### src/rtl/fec_regs.svh
// Register offsets, field positions, reset values, command codes and
// bus cycle timing for the flash erase host controller.
// Assumes a 32-bit APB register bus and a 250 MHz system clock.
`ifndef FEC_REGS_SVH
`define FEC_REGS_SVH

`define FEC_OFF_CTRL 12'h000
`define FEC_OFF_ADDR 12'h004
`define FEC_OFF_DATA 12'h008
`define FEC_OFF_CFG 12'h00C
`define FEC_OFF_STAT 12'h010
`define FEC_OFF_RDATA 12'h014

`define FEC_CTRL_OP_LSB 0
`define FEC_CFG_WP_HIGH 0
`define FEC_CFG_HV_ON 1
`define FEC_CFG_TOP_BLK 2
`define FEC_CFG_RST 3'h1
`define FEC_ST_BUSY 0
`define FEC_ST_REFUSED 1
`define FEC_ST_TIMER 2
`define FEC_ST_MODE_LSB 4

`define FEC_CMD_ERASE_SETUP 8'h80
`define FEC_CMD_BLK_ERASE 8'h30
`define FEC_CMD_CHIP_ERASE 8'h10
`define FEC_CMD_SUSPEND 8'hB0
`define FEC_CMD_RESUME 8'h30
`define FEC_CMD_BLANK_A 8'hEB
`define FEC_CMD_BLANK_B 8'h76
`define FEC_CMD_BLANK_C 8'h29
`define FEC_TIMER_DQ 3

`define FEC_CLK_MHZ 250
`define FEC_T_PULSE_NS 70
`define FEC_T_REC_NS 20
`define FEC_PULSE_CYC ((`FEC_T_PULSE_NS * `FEC_CLK_MHZ + 999) / 1000)
`define FEC_REC_CYC ((`FEC_T_REC_NS * `FEC_CLK_MHZ + 999) / 1000)

`endif

### src/rtl/fec_pkg.sv
// Types shared by the flash erase host controller and its bus cycle engine.
// Assumes nothing beyond the header of constants.
package fec_pkg;

  typedef enum logic [3:0] {
    FEC_OP_NONE, FEC_OP_ERASE_FIRST, FEC_OP_ERASE_ADD, FEC_OP_SUSPEND,
    FEC_OP_RESUME, FEC_OP_BLANK, FEC_OP_CHIP, FEC_OP_RESET, FEC_OP_READ,
    FEC_OP_RAW
  } fec_op_e;

  typedef enum logic [2:0] {
    FEC_M_READ, FEC_M_SELECT, FEC_M_ERASING, FEC_M_SUSPENDED, FEC_M_CHIP,
    FEC_M_BLANK
  } fec_mode_e;

  typedef struct packed {
    logic rd;
    logic [23:0] addr;
    logic [15:0] data;
  } fec_req_s;

  typedef struct packed {
    logic last;
    logic rd;
    logic use_blk;
    logic [15:0] data;
  } fec_step_s;

endpackage : fec_pkg

### src/rtl/fec_bus_cycle.sv
// One asynchronous flash bus cycle (read or write) per request.
// Assumes the flash data inputs are synchronous to sys_clk.
`timescale 1ns/1ps
`default_nettype none
`include "fec_regs.svh"

module fec_bus_cycle
  import fec_pkg::*;
#(
  parameter int PULSE_CYC = `FEC_PULSE_CYC,
  parameter int REC_CYC = `FEC_REC_CYC
) (
  // Clock and reset
  input wire logic sys_clk,
  input wire logic rst,
  // Request side
  input wire logic req_valid,
  input wire fec_req_s req,
  output logic ack_ff,
  output logic [15:0] rdata_ff,
  // Flash pins
  output logic [23:0] fl_addr_ff,
  output logic [15:0] fl_dq_o_ff,
  input wire logic [15:0] fl_dq_i,
  output logic fl_dq_oe_n_ff,
  output logic fl_ce_n_ff,
  output logic fl_we_n_ff,
  output logic fl_oe_n_ff
);

  typedef enum logic [1:0] {FEC_C_IDLE, FEC_C_SETUP, FEC_C_PULSE,
    FEC_C_REC} fec_cyc_e;

  fec_cyc_e state_ff;
  logic [7:0] cnt_ff;
  logic rd_ff;

  always_ff @(posedge sys_clk) begin
    if (rst) begin
      state_ff <= FEC_C_IDLE;
      cnt_ff <= 8'h00;
      rd_ff <= 1'b0;
      ack_ff <= 1'b0;
      rdata_ff <= 16'h0000;
      fl_addr_ff <= 24'h000000;
      fl_dq_o_ff <= 16'h0000;
      fl_dq_oe_n_ff <= 1'b1;
      fl_ce_n_ff <= 1'b1;
      fl_we_n_ff <= 1'b1;
      fl_oe_n_ff <= 1'b1;
    end else begin
      ack_ff <= 1'b0;
      case (state_ff)
        FEC_C_IDLE: begin
          if (req_valid) begin
            rd_ff <= req.rd;
            fl_addr_ff <= req.addr;
            fl_dq_o_ff <= req.data;
            fl_dq_oe_n_ff <= req.rd;
            fl_ce_n_ff <= 1'b0;
            state_ff <= FEC_C_SETUP;
          end
        end
        FEC_C_SETUP: begin
          fl_we_n_ff <= rd_ff;
          fl_oe_n_ff <= ~rd_ff;
          cnt_ff <= 8'(PULSE_CYC - 1);
          state_ff <= FEC_C_PULSE;
        end
        FEC_C_PULSE: begin
          if (cnt_ff == 8'h00) begin
            // Sample at the end of the strobe, after the access time
            if (rd_ff) begin
              rdata_ff <= fl_dq_i;
            end
            fl_we_n_ff <= 1'b1;
            fl_oe_n_ff <= 1'b1;
            fl_ce_n_ff <= 1'b1;
            cnt_ff <= 8'(REC_CYC - 1);
            state_ff <= FEC_C_REC;
          end else begin
            cnt_ff <= cnt_ff - 8'h01;
          end
        end
        FEC_C_REC: begin
          // Data stays driven through recovery to cover write hold time
          if (cnt_ff == 8'h00) begin
            fl_dq_oe_n_ff <= 1'b1;
            ack_ff <= 1'b1;
            state_ff <= FEC_C_IDLE;
          end else begin
            cnt_ff <= cnt_ff - 8'h01;
          end
        end
        default: state_ff <= FEC_C_IDLE;
      endcase
    end
  end

endmodule : fec_bus_cycle
`default_nettype wire

### src/rtl/fec_host.sv
// Host controller that drives a parallel NOR flash erase engine through
// its pins, taking orders from software over APB.
// Assumes the flash is already in bypass mode (or high voltage applied)
// and that flash inputs are synchronous to sys_clk.
// Operation
// - Bypass block erase is two writes; second carries block address.
// - More blocks are queued by repeating the second write per block.
// - Suspend is one write of the suspend code, address ignored.
// - Host leaves special modes with read/reset before resuming.
// - Blank check is three writes (EB, 76, 29) to the block, one block each.
`timescale 1ns/1ps
`default_nettype none
`include "fec_regs.svh"

module fec_host
  import fec_pkg::*;
#(
  parameter int BLK_SHIFT = 16,
  parameter logic [7:0] RESET_CODE = 8'hF0
) (
  // Clock and reset
  input wire logic sys_clk,
  input wire logic rst,
  // APB slave
  input wire logic psel,
  input wire logic penable,
  input wire logic pwrite,
  input wire logic [11:0] paddr,
  input wire logic [31:0] pwdata,
  output logic [31:0] prdata_ff,
  output logic pready_ff,
  output logic pslverr_ff,
  // Flash pins
  output logic [23:0] fl_addr_ff,
  output logic [15:0] fl_dq_o_ff,
  input wire logic [15:0] fl_dq_i,
  output logic fl_dq_oe_n_ff,
  output logic fl_ce_n_ff,
  output logic fl_we_n_ff,
  output logic fl_oe_n_ff,
  output logic fl_wp_high_ff,
  output logic fl_high_program_voltage_ff
);

  // Command sequence for each operation, one entry per bus cycle
  function automatic fec_step_s op_step(fec_op_e op, logic [1:0] idx,
      logic [15:0] raw, logic [7:0] rcode);
    fec_step_s s;
    s = '{last: 1'b1, rd: 1'b0, use_blk: 1'b0, data: 16'h0000};
    case (op)
      FEC_OP_ERASE_FIRST: begin
        s.last = (idx == 2'd1);
        s.use_blk = (idx == 2'd1);
        s.data = {8'h00, (idx == 2'd0) ? `FEC_CMD_ERASE_SETUP
          : `FEC_CMD_BLK_ERASE};
      end
      FEC_OP_ERASE_ADD: begin
        s.use_blk = 1'b1;
        s.data = {8'h00, `FEC_CMD_BLK_ERASE};
      end
      FEC_OP_SUSPEND: s.data = {8'h00, `FEC_CMD_SUSPEND};
      FEC_OP_RESUME: begin
        // Read/reset first so the device sits in read array mode
        s.last = (idx == 2'd1);
        s.data = {8'h00, (idx == 2'd0) ? rcode : `FEC_CMD_RESUME};
      end
      FEC_OP_BLANK: begin
        s.last = (idx == 2'd2);
        s.use_blk = 1'b1;
        s.data = {8'h00, (idx == 2'd0) ? `FEC_CMD_BLANK_A
          : (idx == 2'd1) ? `FEC_CMD_BLANK_B : `FEC_CMD_BLANK_C};
      end
      FEC_OP_CHIP: begin
        s.last = (idx == 2'd1);
        s.data = {8'h00, (idx == 2'd0) ? `FEC_CMD_ERASE_SETUP
          : `FEC_CMD_CHIP_ERASE};
      end
      FEC_OP_RESET: s.data = {8'h00, rcode};
      FEC_OP_READ: begin
        s.rd = 1'b1;
        s.use_blk = 1'b1;
      end
      FEC_OP_RAW: begin
        s.use_blk = 1'b1;
        s.data = raw;
      end
      default: s = '{last: 1'b1, rd: 1'b1, use_blk: 1'b0, data: 16'h0000};
    endcase
    return s;
  endfunction : op_step

  logic [3:0] op_ff;
  logic [1:0] idx_ff;
  logic busy_ff;
  logic issue_ff;
  logic refused_ff;
  logic timer_ff;
  logic [23:0] addr_ff;
  logic [15:0] data_ff;
  logic [2:0] cfg_ff;
  fec_mode_e mode_ff;
  logic [15:0] rword;
  logic ack;
  fec_req_s req;
  fec_step_s step;
  fec_op_e cur_op;
  fec_op_e new_op;
  logic acc_wr;
  logic start_ok;
  logic boundary;

  assign cur_op = fec_op_e'(op_ff);
  assign new_op = fec_op_e'(pwdata[`FEC_CTRL_OP_LSB +: 4]);
  assign acc_wr = psel & penable & pwrite & ~pready_ff;
  assign step = op_step(cur_op, idx_ff, data_ff, RESET_CODE);
  assign boundary = cfg_ff[`FEC_CFG_TOP_BLK]
    ? (&addr_ff[23:BLK_SHIFT]) : (addr_ff[23:BLK_SHIFT] == '0);

  always_comb begin
    req.rd = step.rd;
    req.addr = step.use_blk ? addr_ff : 24'h000000;
    req.data = step.data;
  end

  // Which orders the flash can take in its present state
  always_comb begin
    start_ok = 1'b0;
    case (mode_ff)
      FEC_M_READ: start_ok = (new_op != FEC_OP_ERASE_ADD)
        && (new_op != FEC_OP_SUSPEND) && (new_op != FEC_OP_RESUME)
        && ((new_op != FEC_OP_CHIP) || cfg_ff[`FEC_CFG_HV_ON]);
      FEC_M_SELECT: start_ok = (new_op == FEC_OP_SUSPEND)
        || (new_op == FEC_OP_READ) || (new_op == FEC_OP_RESET)
        || ((new_op == FEC_OP_ERASE_ADD) && !timer_ff);
      FEC_M_ERASING: start_ok = (new_op == FEC_OP_SUSPEND)
        || (new_op == FEC_OP_READ) || (new_op == FEC_OP_RESET);
      FEC_M_SUSPENDED: start_ok = (new_op != FEC_OP_ERASE_FIRST)
        && (new_op != FEC_OP_ERASE_ADD) && (new_op != FEC_OP_SUSPEND)
        && (new_op != FEC_OP_BLANK) && (new_op != FEC_OP_CHIP);
      FEC_M_CHIP, FEC_M_BLANK: start_ok = (new_op == FEC_OP_READ)
        || (new_op == FEC_OP_RESET);
      default: start_ok = 1'b0;
    endcase
    // Boundary block: refused while FEC_CFG_WP_HIGH is clear; the flash drops the erase only if FEC_CFG_HV_ON is clear too
    if (((new_op == FEC_OP_ERASE_FIRST) || (new_op == FEC_OP_ERASE_ADD))
        && boundary && !cfg_ff[`FEC_CFG_WP_HIGH]) begin
      start_ok = 1'b0;
    end
    if (new_op == FEC_OP_NONE) begin
      start_ok = 1'b0;
    end
  end

  // Order intake and sequencing
  always_ff @(posedge sys_clk) begin
    if (rst) begin
      op_ff <= 4'h0;
      idx_ff <= 2'd0;
      busy_ff <= 1'b0;
      issue_ff <= 1'b0;
    end else begin
      issue_ff <= 1'b0;
      if (!busy_ff && acc_wr && paddr == `FEC_OFF_CTRL && start_ok) begin
        op_ff <= new_op;
        idx_ff <= 2'd0;
        busy_ff <= 1'b1;
        issue_ff <= 1'b1;
      end else if (busy_ff && ack) begin
        if (step.last) begin
          busy_ff <= 1'b0;
        end else begin
          idx_ff <= idx_ff + 2'd1;
          issue_ff <= 1'b1;
        end
      end
    end
  end

  // Host view of the flash state
  always_ff @(posedge sys_clk) begin
    if (rst) begin
      mode_ff <= FEC_M_READ;
      timer_ff <= 1'b0;
    end else if (busy_ff && ack && step.last) begin
      case (cur_op)
        FEC_OP_ERASE_FIRST: begin
          mode_ff <= FEC_M_SELECT;
          timer_ff <= 1'b0;
        end
        FEC_OP_ERASE_ADD: timer_ff <= 1'b0;
        FEC_OP_SUSPEND: mode_ff <= FEC_M_SUSPENDED;
        FEC_OP_RESUME: mode_ff <= FEC_M_ERASING;
        FEC_OP_BLANK: mode_ff <= FEC_M_BLANK;
        FEC_OP_CHIP: mode_ff <= FEC_M_CHIP;
        FEC_OP_RESET: begin
          // Ends a failed or finished operation; ignored while suspended
          if (mode_ff != FEC_M_SUSPENDED) begin
            mode_ff <= FEC_M_READ;
          end
        end
        FEC_OP_READ: begin
          timer_ff <= rword[`FEC_TIMER_DQ];
          if (mode_ff == FEC_M_SELECT && rword[`FEC_TIMER_DQ]) begin
            mode_ff <= FEC_M_ERASING;
          end
        end
        default: mode_ff <= mode_ff;
      endcase
    end
  end

  // Software registers; a refusal in the clearing cycle still sets the flag
  always_ff @(posedge sys_clk) begin
    if (rst) begin
      addr_ff <= 24'h000000;
      data_ff <= 16'h0000;
      cfg_ff <= `FEC_CFG_RST;
      refused_ff <= 1'b0;
      fl_wp_high_ff <= 1'b1;
      fl_high_program_voltage_ff <= 1'b0;
    end else begin
      if (acc_wr && paddr == `FEC_OFF_ADDR && !busy_ff) begin
        addr_ff <= pwdata[23:0];
      end
      if (acc_wr && paddr == `FEC_OFF_DATA && !busy_ff) begin
        data_ff <= pwdata[15:0];
      end
      if (acc_wr && paddr == `FEC_OFF_CFG) begin
        cfg_ff <= pwdata[2:0];
      end
      if (acc_wr && paddr == `FEC_OFF_CTRL && (busy_ff || !start_ok)) begin
        refused_ff <= 1'b1;
      end else if (acc_wr && paddr == `FEC_OFF_STAT
          && pwdata[`FEC_ST_REFUSED]) begin
        refused_ff <= 1'b0;
      end
      fl_wp_high_ff <= cfg_ff[`FEC_CFG_WP_HIGH] | cfg_ff[`FEC_CFG_HV_ON];
      fl_high_program_voltage_ff <= cfg_ff[`FEC_CFG_HV_ON];
    end
  end

  // APB answer: one wait state, then pready with data
  always_ff @(posedge sys_clk) begin
    if (rst) begin
      pready_ff <= 1'b0;
      pslverr_ff <= 1'b0;
      prdata_ff <= 32'h00000000;
    end else begin
      pready_ff <= psel & penable & ~pready_ff;
      pslverr_ff <= 1'b0;
      prdata_ff <= 32'h00000000;
      if (psel && penable && !pready_ff) begin
        case (paddr)
          `FEC_OFF_CTRL: prdata_ff <= {28'h0000000, op_ff};
          `FEC_OFF_ADDR: prdata_ff <= {8'h00, addr_ff};
          `FEC_OFF_DATA: prdata_ff <= {16'h0000, data_ff};
          `FEC_OFF_CFG: prdata_ff <= {29'h00000000, cfg_ff};
          `FEC_OFF_STAT: prdata_ff <= {25'h0000000, mode_ff, 1'b0,
            timer_ff, refused_ff, busy_ff};
          `FEC_OFF_RDATA: prdata_ff <= {16'h0000, rword};
          default: pslverr_ff <= 1'b1;
        endcase
      end
    end
  end

  fec_bus_cycle u_cycle (
    .sys_clk(sys_clk),
    .rst(rst),
    .req_valid(issue_ff),
    .req(req),
    .ack_ff(ack),
    .rdata_ff(rword),
    .fl_addr_ff(fl_addr_ff),
    .fl_dq_o_ff(fl_dq_o_ff),
    .fl_dq_i(fl_dq_i),
    .fl_dq_oe_n_ff(fl_dq_oe_n_ff),
    .fl_ce_n_ff(fl_ce_n_ff),
    .fl_we_n_ff(fl_we_n_ff),
    .fl_oe_n_ff(fl_oe_n_ff)
  );

endmodule : fec_host
`default_nettype wire

### config.mk
export PLATFORM = sky130hd
export DESIGN_NAME = fec_host
export DESIGN_NICKNAME = d
export VERILOG_FILES = /design/src/rtl/fec_pkg.sv /design/src/rtl/fec_bus_cycle.sv /design/src/rtl/fec_host.sv
export VERILOG_INCLUDE_DIRS = /design/src /design/src/rtl
export SDC_FILE = /design/constraint.sdc
export NUM_CORES = 1
export LEC_CHECK = 0
export ABC_AREA = 1
export ABC_CLOCK_PERIOD_IN_PS = 3300
export BUFFER_PORTS_ARGS = -buffer_cell sky130_fd_sc_hd__buf_2
export CELL_PAD_IN_SITES_DETAIL_PLACEMENT = 0
export CELL_PAD_IN_SITES_GLOBAL_PLACEMENT = 2
export CORE_MARGIN = 10
export CORE_UTILIZATION = 33
export DETAILED_ROUTE_END_ITERATION = 10
export PLACE_DENSITY = 0.8
export SLEW_MARGIN = 30
export SYNTH_ARGS = -nofsm -noshare
export SYNTH_HDL_FRONTEND = slang
export SYNTH_SLANG_ARGS = --single-unit
### constraint.sdc
create_clock -name sys_clk -period 3.3 [get_ports sys_clk]
set_input_delay 0.66 -clock sys_clk [delete_from_list [all_inputs] [get_ports sys_clk]]
set_output_delay 0.66 -clock sys_clk [all_outputs]
set_load 0.01 [all_outputs]
==> results of run 1 <==
-- placed cells by master, fill, tap and decap left out, drive strengths merged, types with 18 or more instances in the layout --
cell      n
nand3    51
dfxtp   156
nor2    128
a211oi   35
o21ai    86
nor3     18
a21oi    75
nand2   187
inv     108
buf     137
-- state kept, by name, summed over array words and instances, names as in the netlist, 2 cells and up --
name / flops
addr_ff: 24
cfg_ff: 3
cur_op: 4
data_ff: 16
idx_ff: 2
mode_ff: 3
prdata_ff: 24
u_cycle.cnt_ff: 8
u_cycle.fl_addr_ff: 24
u_cycle.fl_dq_o_ff: 16
u_cycle.rdata_ff: 16
u_cycle.state_ff: 2
-- metal layers --
layer	track usage (%)	wire length, um	up-vias
met5	0	0	-
met4	4.09	252	0
met3	3.77	1070	14
met2	25.9	10500	125
met1	19.2	10100	2892
li1	-	-	3316
-- cell type report --
class / instances / area, sq um
sequential: 156 / 3120
clock inverter: 15 / 176
timing repair buffer: 137 / 721
multi-input combinational: 641 / 3360
fill: 2246 / 12600
clock buffer: 17 / 425
tap: 275 / 344
inverter: 101 / 379
-- per-stage QoR --
| stage | setup WS [ns] | power [uW] | instance area [sq um] |
|---|---|---|---|
| 2_1_floorplan | 1.48 | 2470 | 7120 |
| 3_3_place_gp | 0.874 | 2640 | 7920 |
| 3_5_place_dp | 0.842 | 2640 | 7920 |
| 4_1_cts | 1.09 | 4680 | 8530 |
| 5_1_grt | 0.782 | 4850 | 8530 |
| 6_report | 1.11 | 4620 | 8530 |
-- cell families after synthesis --
| kind of cell | synth area share (%) |
|---|---|
| AND/OR/NAND/NOR | 25.3 |
| AO/OA/AOI/OAI | 19.2 |
| flip-flops | 44.0 |
| buffers and inverters | 8.98 |
| adder cells (fa/ha/maj) | 1.94 |
| XOR/XNOR | 0.494 |
| other | 0.0529 |
-- final timing paths --
path	cells after the start	to	start	slack, ns
max	7	u_cycle.fl_dq_o_ff[15]	u_cycle.state_ff[0]	1.11
min	2	u_cycle.rdata_ff[7]	u_cycle.rdata_ff[7]	0.45
max reg2reg	7	u_cycle.fl_dq_o_ff[15]	u_cycle.state_ff[0]	1.11
min reg2reg	2	u_cycle.rdata_ff[7]	u_cycle.rdata_ff[7]	0.45
-- worst min-delay path: cells and delay by family, from the launching register on --
kind / cells / cell delay [ns]
flops: 1 / 0.30
compound gates: 1 / 0.05
buf+inv: 1 / 0.06
-- power breakdown --
| part | switching [uW] | leakage [uW] | internal, uW |
|---|---|---|---|
| logic | 399 | 0.00208 | 216 |
| registers | 33.6 | 0.00126 | 1940 |
| clock network | 886 | 0.000295 | 1140 |
| total | 1320 | 0.00364 | 3300 |
==> metrics.yaml, run 1 <==
grt_antenna_before_repair: 0
dp.cells: 1310
cts_hold_buf: 0
dp_hpwl_mm: 16.3
clock_skew_ns: 0.00710
ant_nets: 0
post_cts_resized: 0
relSlewSlack_pct: 45.6
die_w_um: 167
run_status: "finished clean"
finalSetupViolCount: 0
yosysSeqAreaShare_pct: 44.0
cts_buffer_depth: 2
num_rows: 53
cp.required_ns: 3.59
avgSynthCellArea_sq_um: 7.56
cts_tree: "built"
area_delta_synth_final_pct: 20.2
ios: 145
drt_pass1_iterations: 4
drtIter0Drc: 403
numCtsBuffers: 17
worst_pin_slew_ns: 0.816
cp_slowest_cell: "dfxtp_1"
worstSetupStartpointType: "flip-flop"
ir_drop_mv: 0.304
cts.sink_count: 156
clk_latency_ns: 0.42
post-cts-setup-buffer-count: 0
crit_fanout: 64
vias: 6347
coreArea_sq_um: 21100
grt_overflow: 0
final.setup.tns_ns: 0
cp.arrival_ns: 2.48
syn-cell-area_sq_um: 7090
drive_above_1_share_pct: 22.4
n_antenna_cell: 0
ys.flop_type: "dfxtp_1"
hold_ws_ns: 0.455
final_core_util_pct: 40.4
cp_num_buf_inv: 3
clk_pin_slew_ns: 0.07
viasPerCell: 4.73
fin_crit_sh_pct: 66.5
htreeDepth: 4
drc: 0
routed_wl_mm: 21.8
ys_types: 40
cap_viol_max_count: 0
finalCriticalPeriod_ns: 2.19
grt_pass1_wl_mm: 34.8
yosysMostFrequentCell: "nand2_1"
start_util_pct: 33.6
power_density_nw_per_um2: 542
grt_max_degree: 65
synth_area_leader_cell: "dfxtp_1"
path_delay_family: "buffers and inverters"
clock.fmax_ghz: 0.456
synth-seq-cells: 156
critical_path_class: "flip-flop to flip-flop"
grt_usage_pct: 15.4
hold_viol_final: 0
rsz0062_at_grt: "false"
die_h_um: 167
stdcell_count: 1342
synth.top_cells.by_count: "nand2_1 (181), dfxtp_1 (156), nor2_1 (111), inv_1 (94), o21ai_0 (78)"
dieArea_sq_um: 27700
synth_top_area_share_pct: 44.0
maxSlewViolCount: 0
async_flop_share_pct: 0
synth-edff-count: 0
grt_pass1_vias: 6369
critPathCaptureType: "flip-flop"
leakagePower_uw: 0.00364
crit_chain: "inv_1 > ha_1 > nand2_1 > clkinv_1 > buf_4 > o21ai_0 > a21oi_1"
clockRootBuffer: "clkbuf_16"
fin_nets: 1130
yosysWarnings: 0
hold_path.class: "flip-flop to flip-flop"
yosys-top-cells-area: "dfxtp_1 (44%), nand2_1 (9.6%), nor2_1 (5.9%)"
port_buffers: 128
wl_per_cell_um: 16.3
cpPeakStageDelay_ns: 0.37
netlist_instances: 938
globalplace.congestion: 0.856
No activity file was read; power rests on OpenSTA's default activity.
==> inputs of run 2 (changes only) <==
Settings changed: ABC_AREA 1 to 0, ABC_CLOCK_PERIOD_IN_PS 3300 to 1900, CORE_UTILIZATION 33 to 29, PLACE_DENSITY 0.8 to 0.72.
Clock period 3.3 ns to 1.9 ns, I/O delays scaled along.
==> metrics.yaml, run 2 <==
run_status: "finished, violations left"
failed_checks: "setup timing"
crit_fanout: 8
die_w_um: 173
cp.arrival_ns: 2.25
grt_antenna_before_repair: 2
yosys-top-cells-area: "dfxtp_1 (46%), nand2_1 (6.4%), a21oi_1 (5.8%)"
final_cell_mix: "dfxtp_1 (152), buf_2 (126), nand2_1 (114)"
n_antenna_cell: 0
netlist_instances: 801
hold_viol_final: 0
cts_tree: "built"
ant_nets: 0
fin_nets: 1043
rsz0062_at_grt: "true"
reg2reg_slack_ns: 0.04
clock.fmax_ghz: 0.525
hold_path.class: "primary input to flip-flop"
crit_end: "cur_op[3]"
cts_hold_buf: 0
synth_area_leader_cell: "dfxtp_1"
synth-seq-cells: 156
worstSetupStartpointType: "primary input"
leakagePower_uw: 0.00350
ys.flop_type: "dfxtp_1"
grt_pass1_wl_mm: 35.9
fin_crit_sh_pct: 100
numCtsBuffers: 17
r2r-start: "cfg_ff[1]"
final.setup.tns_ns: -0.00741
reg_top3: "addr_ff x24, prdata_ff x24, u_cycle.fl_addr_ff x24"
synth-edff-count: 0
viasPerCell: 4.79
clock_skew_ns: 0.0200
syn-cell-area_sq_um: 6770
wl_per_cell_um: 17.9
grt_pass1_vias: 6207
async_flop_share_pct: 0
synth_top_area_share_pct: 46.1
ios: 145
critPathCaptureType: "flip-flop"
finalSetupViolCount: 2
area_delta_synth_final_pct: 32.7
worst_slack_ns: -0.00637
worstRegToRegCells: 5
cap_viol_max_count: 0
cp.required_ns: 2.24
worst_pin_slew_ns: 0.659
num_rows: 55
cts.sink_count: 156
yosysSeqAreaShare_pct: 46.1
clk_latency_ns: 0.43
critical_path_class: "primary input to flip-flop"
htreeDepth: 4
clk_pin_slew_ns: 0.07
finalCriticalPeriod_ns: 1.91
grt_max_degree: 134
critPathLaunch: "pwdata[0]"
routed_wl_mm: 23.1
grt_overflow: 0
ir_drop_mv: 0.558
drive_above_1_share_pct: 29.3
layout_commonest_cell: "dfxtp_1"
start_util_pct: 29.7
drc: 0
drtIter0Drc: 439
dieArea_sq_um: 29900
die_h_um: 173
vias: 6193
synth.top_cells.by_count: "dfxtp_1 (156), nand2_1 (116), nor2_1 (91), a21oi_1 (79), clkbuf_1 (56)"
final_core_util_pct: 39.4
dp_slack_ns: -0.465
yosysWarnings: 0
coreArea_sq_um: 22800
globalplace.congestion: 0.815
port_buffers: 128
maxSlewViolCount: 0
yosysMostFrequentCell: "dfxtp_1"
power_density_nw_per_um2: 923
drt_pass1_iterations: 6
cts_buffer_depth: 2
avgSynthCellArea_sq_um: 8.45
clockRootBuffer: "clkbuf_16"
relSlewSlack_pct: 56.1
dp_hpwl_mm: 16.8
grt_usage_pct: 14.8
ys_types: 67
r2r_end: "issue_ff"
## run 2: changes by cell type after synthesis, moves of 15 or more
cell      previous run  this run
a22oi_1              0        39
inv_1               94        16
nand2_1            181       116
nand3_1             47        32
a211oi_2            30         0
clkbuf_1            21        56
nor2_1             111        91
nand2b_1             0        15
o21ai_0             78        15
## run 2: worst min-delay path by stage
| stage | start | end | slack, ns | depth (start not counted) |
|---|---|---|---|---|
| finish | fl_dq_i[13] | u_cycle.rdata_ff[13] | 0.18 | 3 |
| CTS | fl_dq_i[13] | u_cycle.rdata_ff[13] | 0.17 | 3 |
| floorplan | u_cycle.rdata_ff[4] | u_cycle.rdata_ff[4] | 0.43 | 2 |
| global placement | u_cycle.rdata_ff[12] | u_cycle.rdata_ff[12] | 0.44 | 2 |
| global route | fl_dq_i[14] | u_cycle.rdata_ff[14] | 0.17 | 3 |
| detailed placement | u_cycle.rdata_ff[1] | u_cycle.rdata_ff[1] | 0.45 | 2 |
## run 2: power breakdown
| part | switching, uW | internal, uW |
|---|---|---|
| combinational | 794 | 656 |
| clock | 1490 | 1880 |
| sequential | 103 | 3370 |
| total | 2390 | 5900 |
## run 2: logic make-up (layout without fill, tap and decap cells)
group,count (synthesis),in the layout,share of synthesized area [%]
XOR/XNOR,9,9,1.16
AND/OR/NAND/NOR,330,330,23.2
other,1,8,0.0554
AO/OA/AOI/OAI,190,190,18.9
adder cells (fa/ha/maj),11,11,2.03
flip-flops,156,156,46.1
multiplexers,18,18,3.27
buffers and inverters,86,258,5.28
## run 2: timing repair
item,in CTS,in global routing
pin swaps,0,3
gates resized for setup,2,23
buffers inserted,0,4
setup endpoints to repair,5,63
gates cloned,0,2
## run 2: cell type report
cell class | count | area, sq um
clock buffer | 19 | 443
tap | 313 | 392
clock inverter | 13 | 133
sequential | 156 | 3130
multi-input combinational | 566 | 3460
inverter | 17 | 63.8
timing repair buffer | 209 | 1370
fill | 2374 | 13800
## run 2: metrics by stage
step                      hold WS (ns)  cell area [sq um]  instances  total power [uW]
after floorplan                  0.433               6930        808              4440
after global placement           0.444               8240       1255              4950
after detailed placement         0.447               8240       1255              4950
after CTS                        0.167               8820       1287              8350
after global routing             0.174               8980       1293              8700
final                            0.185               8980       1293              8290
## run 2: critical path, stage by stage
cell	delay [ns]
buf_6	0.09
or4b_4	0.55
a311o_1	0.32
a31o_1	0.22
a2111oi_4	0.32
buf_6	0.19
mux2i_1	0.17
## run 2: per-layer routing
layer	GRT usage, %	part of all wire [%]	vias up
met2	24.5	48	125
li1	-	-	3127
met1	18.4	46	2920
met3	4.27	5.1	17
met5	0	0.12	-
met4	4.24	1.2	4
==> inputs of run 3 (changes only) <==
Settings changed: ABC_AREA 0 to 1, CORE_UTILIZATION 29 to 28.
==> metrics.yaml, run 3 (synthesis results as in run 1) <==
hold_path.class: "primary input to flip-flop"
run_status: "finished clean"
cts_buffer_depth: 2
ir_drop_mv: 0.442
crit_end: "mode_ff[1]"
clk_latency_ns: 0.43
finalSetupViolCount: 0
drive_above_1_share_pct: 24.6
hold_viol_final: 0
clock_skew_ns: 0.0134
layout_commonest_cell: "nand2_1"
viasPerCell: 4.51
cts.sink_count: 156
num_rows: 58
grt_pass1_wl_mm: 36.3
ios: 145
leakagePower_uw: 0.00378
r2r-start: "cur_op[3]"
grt_antenna_before_repair: 0
grt_max_degree: 63
grt_usage_pct: 14.5
cts_hold_buf: 0
wl_per_cell_um: 16.3
numCtsBuffers: 17
clock.fmax_ghz: 0.577
drt_pass1_iterations: 4
final_core_util_pct: 35.6
register_area_sq_um: 3120
cts_tree: "built"
vias: 6440
reg_top3: "addr_ff x24, prdata_ff x24, u_cycle.fl_addr_ff x24"
crit_fanout: 6
dp_hpwl_mm: 17.7
drc: 0
stdcell_count: 1427
worstSetupStartpointType: "flip-flop"
coreArea_sq_um: 25000
power_density_nw_per_um2: 897
reg2reg_slack_ns: 0.17
drtIter0Drc: 374
n_antenna_cell: 0
cap_viol_max_count: 0
maxSlewViolCount: 0
fin_nets: 1161
finalCriticalPeriod_ns: 1.73
cp.required_ns: 2.21
dieArea_sq_um: 32100
fin_crit_sh_pct: 91.2
clockRootBuffer: "clkbuf_16"
critical_path_class: "flip-flop to flip-flop"
die_h_um: 179
globalplace.congestion: 0.821
fillers: 2739
critPathCaptureType: "flip-flop"
htreeDepth: 4
port_buffers: 128
worstRegToRegCells: 10
ant_nets: 0
worst_slack_ns: 0.168
r2r_end: "mode_ff[1]"
grt_overflow: 0
die_w_um: 179
clk_pin_slew_ns: 0.07
area_delta_synth_final_pct: 25.6
critPathLaunch: "cur_op[3]"
final_cell_mix: "nand2_1 (181), dfxtp_1 (155), buf_2 (128)"
routed_wl_mm: 23.3
dp_slack_ns: 0.0165
dp.cells: 1396
start_util_pct: 28.3
cp.arrival_ns: 2.04
grt_pass1_vias: 6526
multiInputGateArea_sq_um: 3380
run 3: cell type report:
type / count / area share [%]
Clock buffer: 18 / 4.82
Clock inverter: 13 / 1.60
Inverter: 101 / 4.30
Multi-Input combinational cell: 641 / 37.9
Sequential cell: 156 / 35.1
Tap cell: 330 / 4.63
Timing Repair Buffer: 168 / 11.7
run 3: critical path: stages (launching register included):
cell	delay (ns)
dfxtp_1	0.38
inv_2	0.13
nand2_1	0.11
nor2_2	0.21
nand2_1	0.08
nand2_1	0.07
nor2_2	0.06
nor2_4	0.12
nand3_2	0.14
nor3b_1	0.25
nor2_1	0.06
run 3: worst min-delay path by stage:
stage	from	end	slack, ns	depth (start not counted)
global placement	u_cycle.rdata_ff[12]	u_cycle.rdata_ff[12]	0.45	2
CTS	pwdata[17]	addr_ff[17]	0.17	3
finish	pwdata[17]	addr_ff[17]	0.18	3
global route	pwdata[19]	addr_ff[19]	0.18	3
floorplan	u_cycle.rdata_ff[4]	u_cycle.rdata_ff[4]	0.42	2
detailed placement	u_cycle.rdata_ff[9]	u_cycle.rdata_ff[9]	0.45	2
run 3: timing repair:
item | CTS | global route
endpoints found under the setup margin | 3 | 17
gates cloned | 0 | 0
setup buffers | 0 | 0
pin swaps | 0 | 0
hold endpoints to repair | 0 | 0
resized for setup | 1 | 4
run 3: per-stage QoR:
stage | instance area, sq um | hold slack (ns) | power [uW] | TNS, ns
after floorplan | 7120 | 0.424 | 4290 | 0
after global placement | 8310 | 0.445 | 4640 | 0
after detailed placement | 8310 | 0.450 | 4640 | 0
after CTS | 8890 | 0.167 | 8080 | 0
after global routing | 8910 | 0.181 | 8390 | -0.00581
final | 8910 | 0.181 | 7990 | 0
run 3: report_power, final:
| group | internal (uW) | switching (uW) |
|---|---|---|
| Combinational | 421 | 746 |
| Sequential | 3370 | 56.2 |
| Clock | 1940 | 1460 |
| Total | 5730 | 2260 |
run 3: layer usage:
layer,track usage [%],wire length (um)
met2,24.7,11400
met5,0,0
met3,3.16,1160
met1,18.2,10600
met4,3.48,101
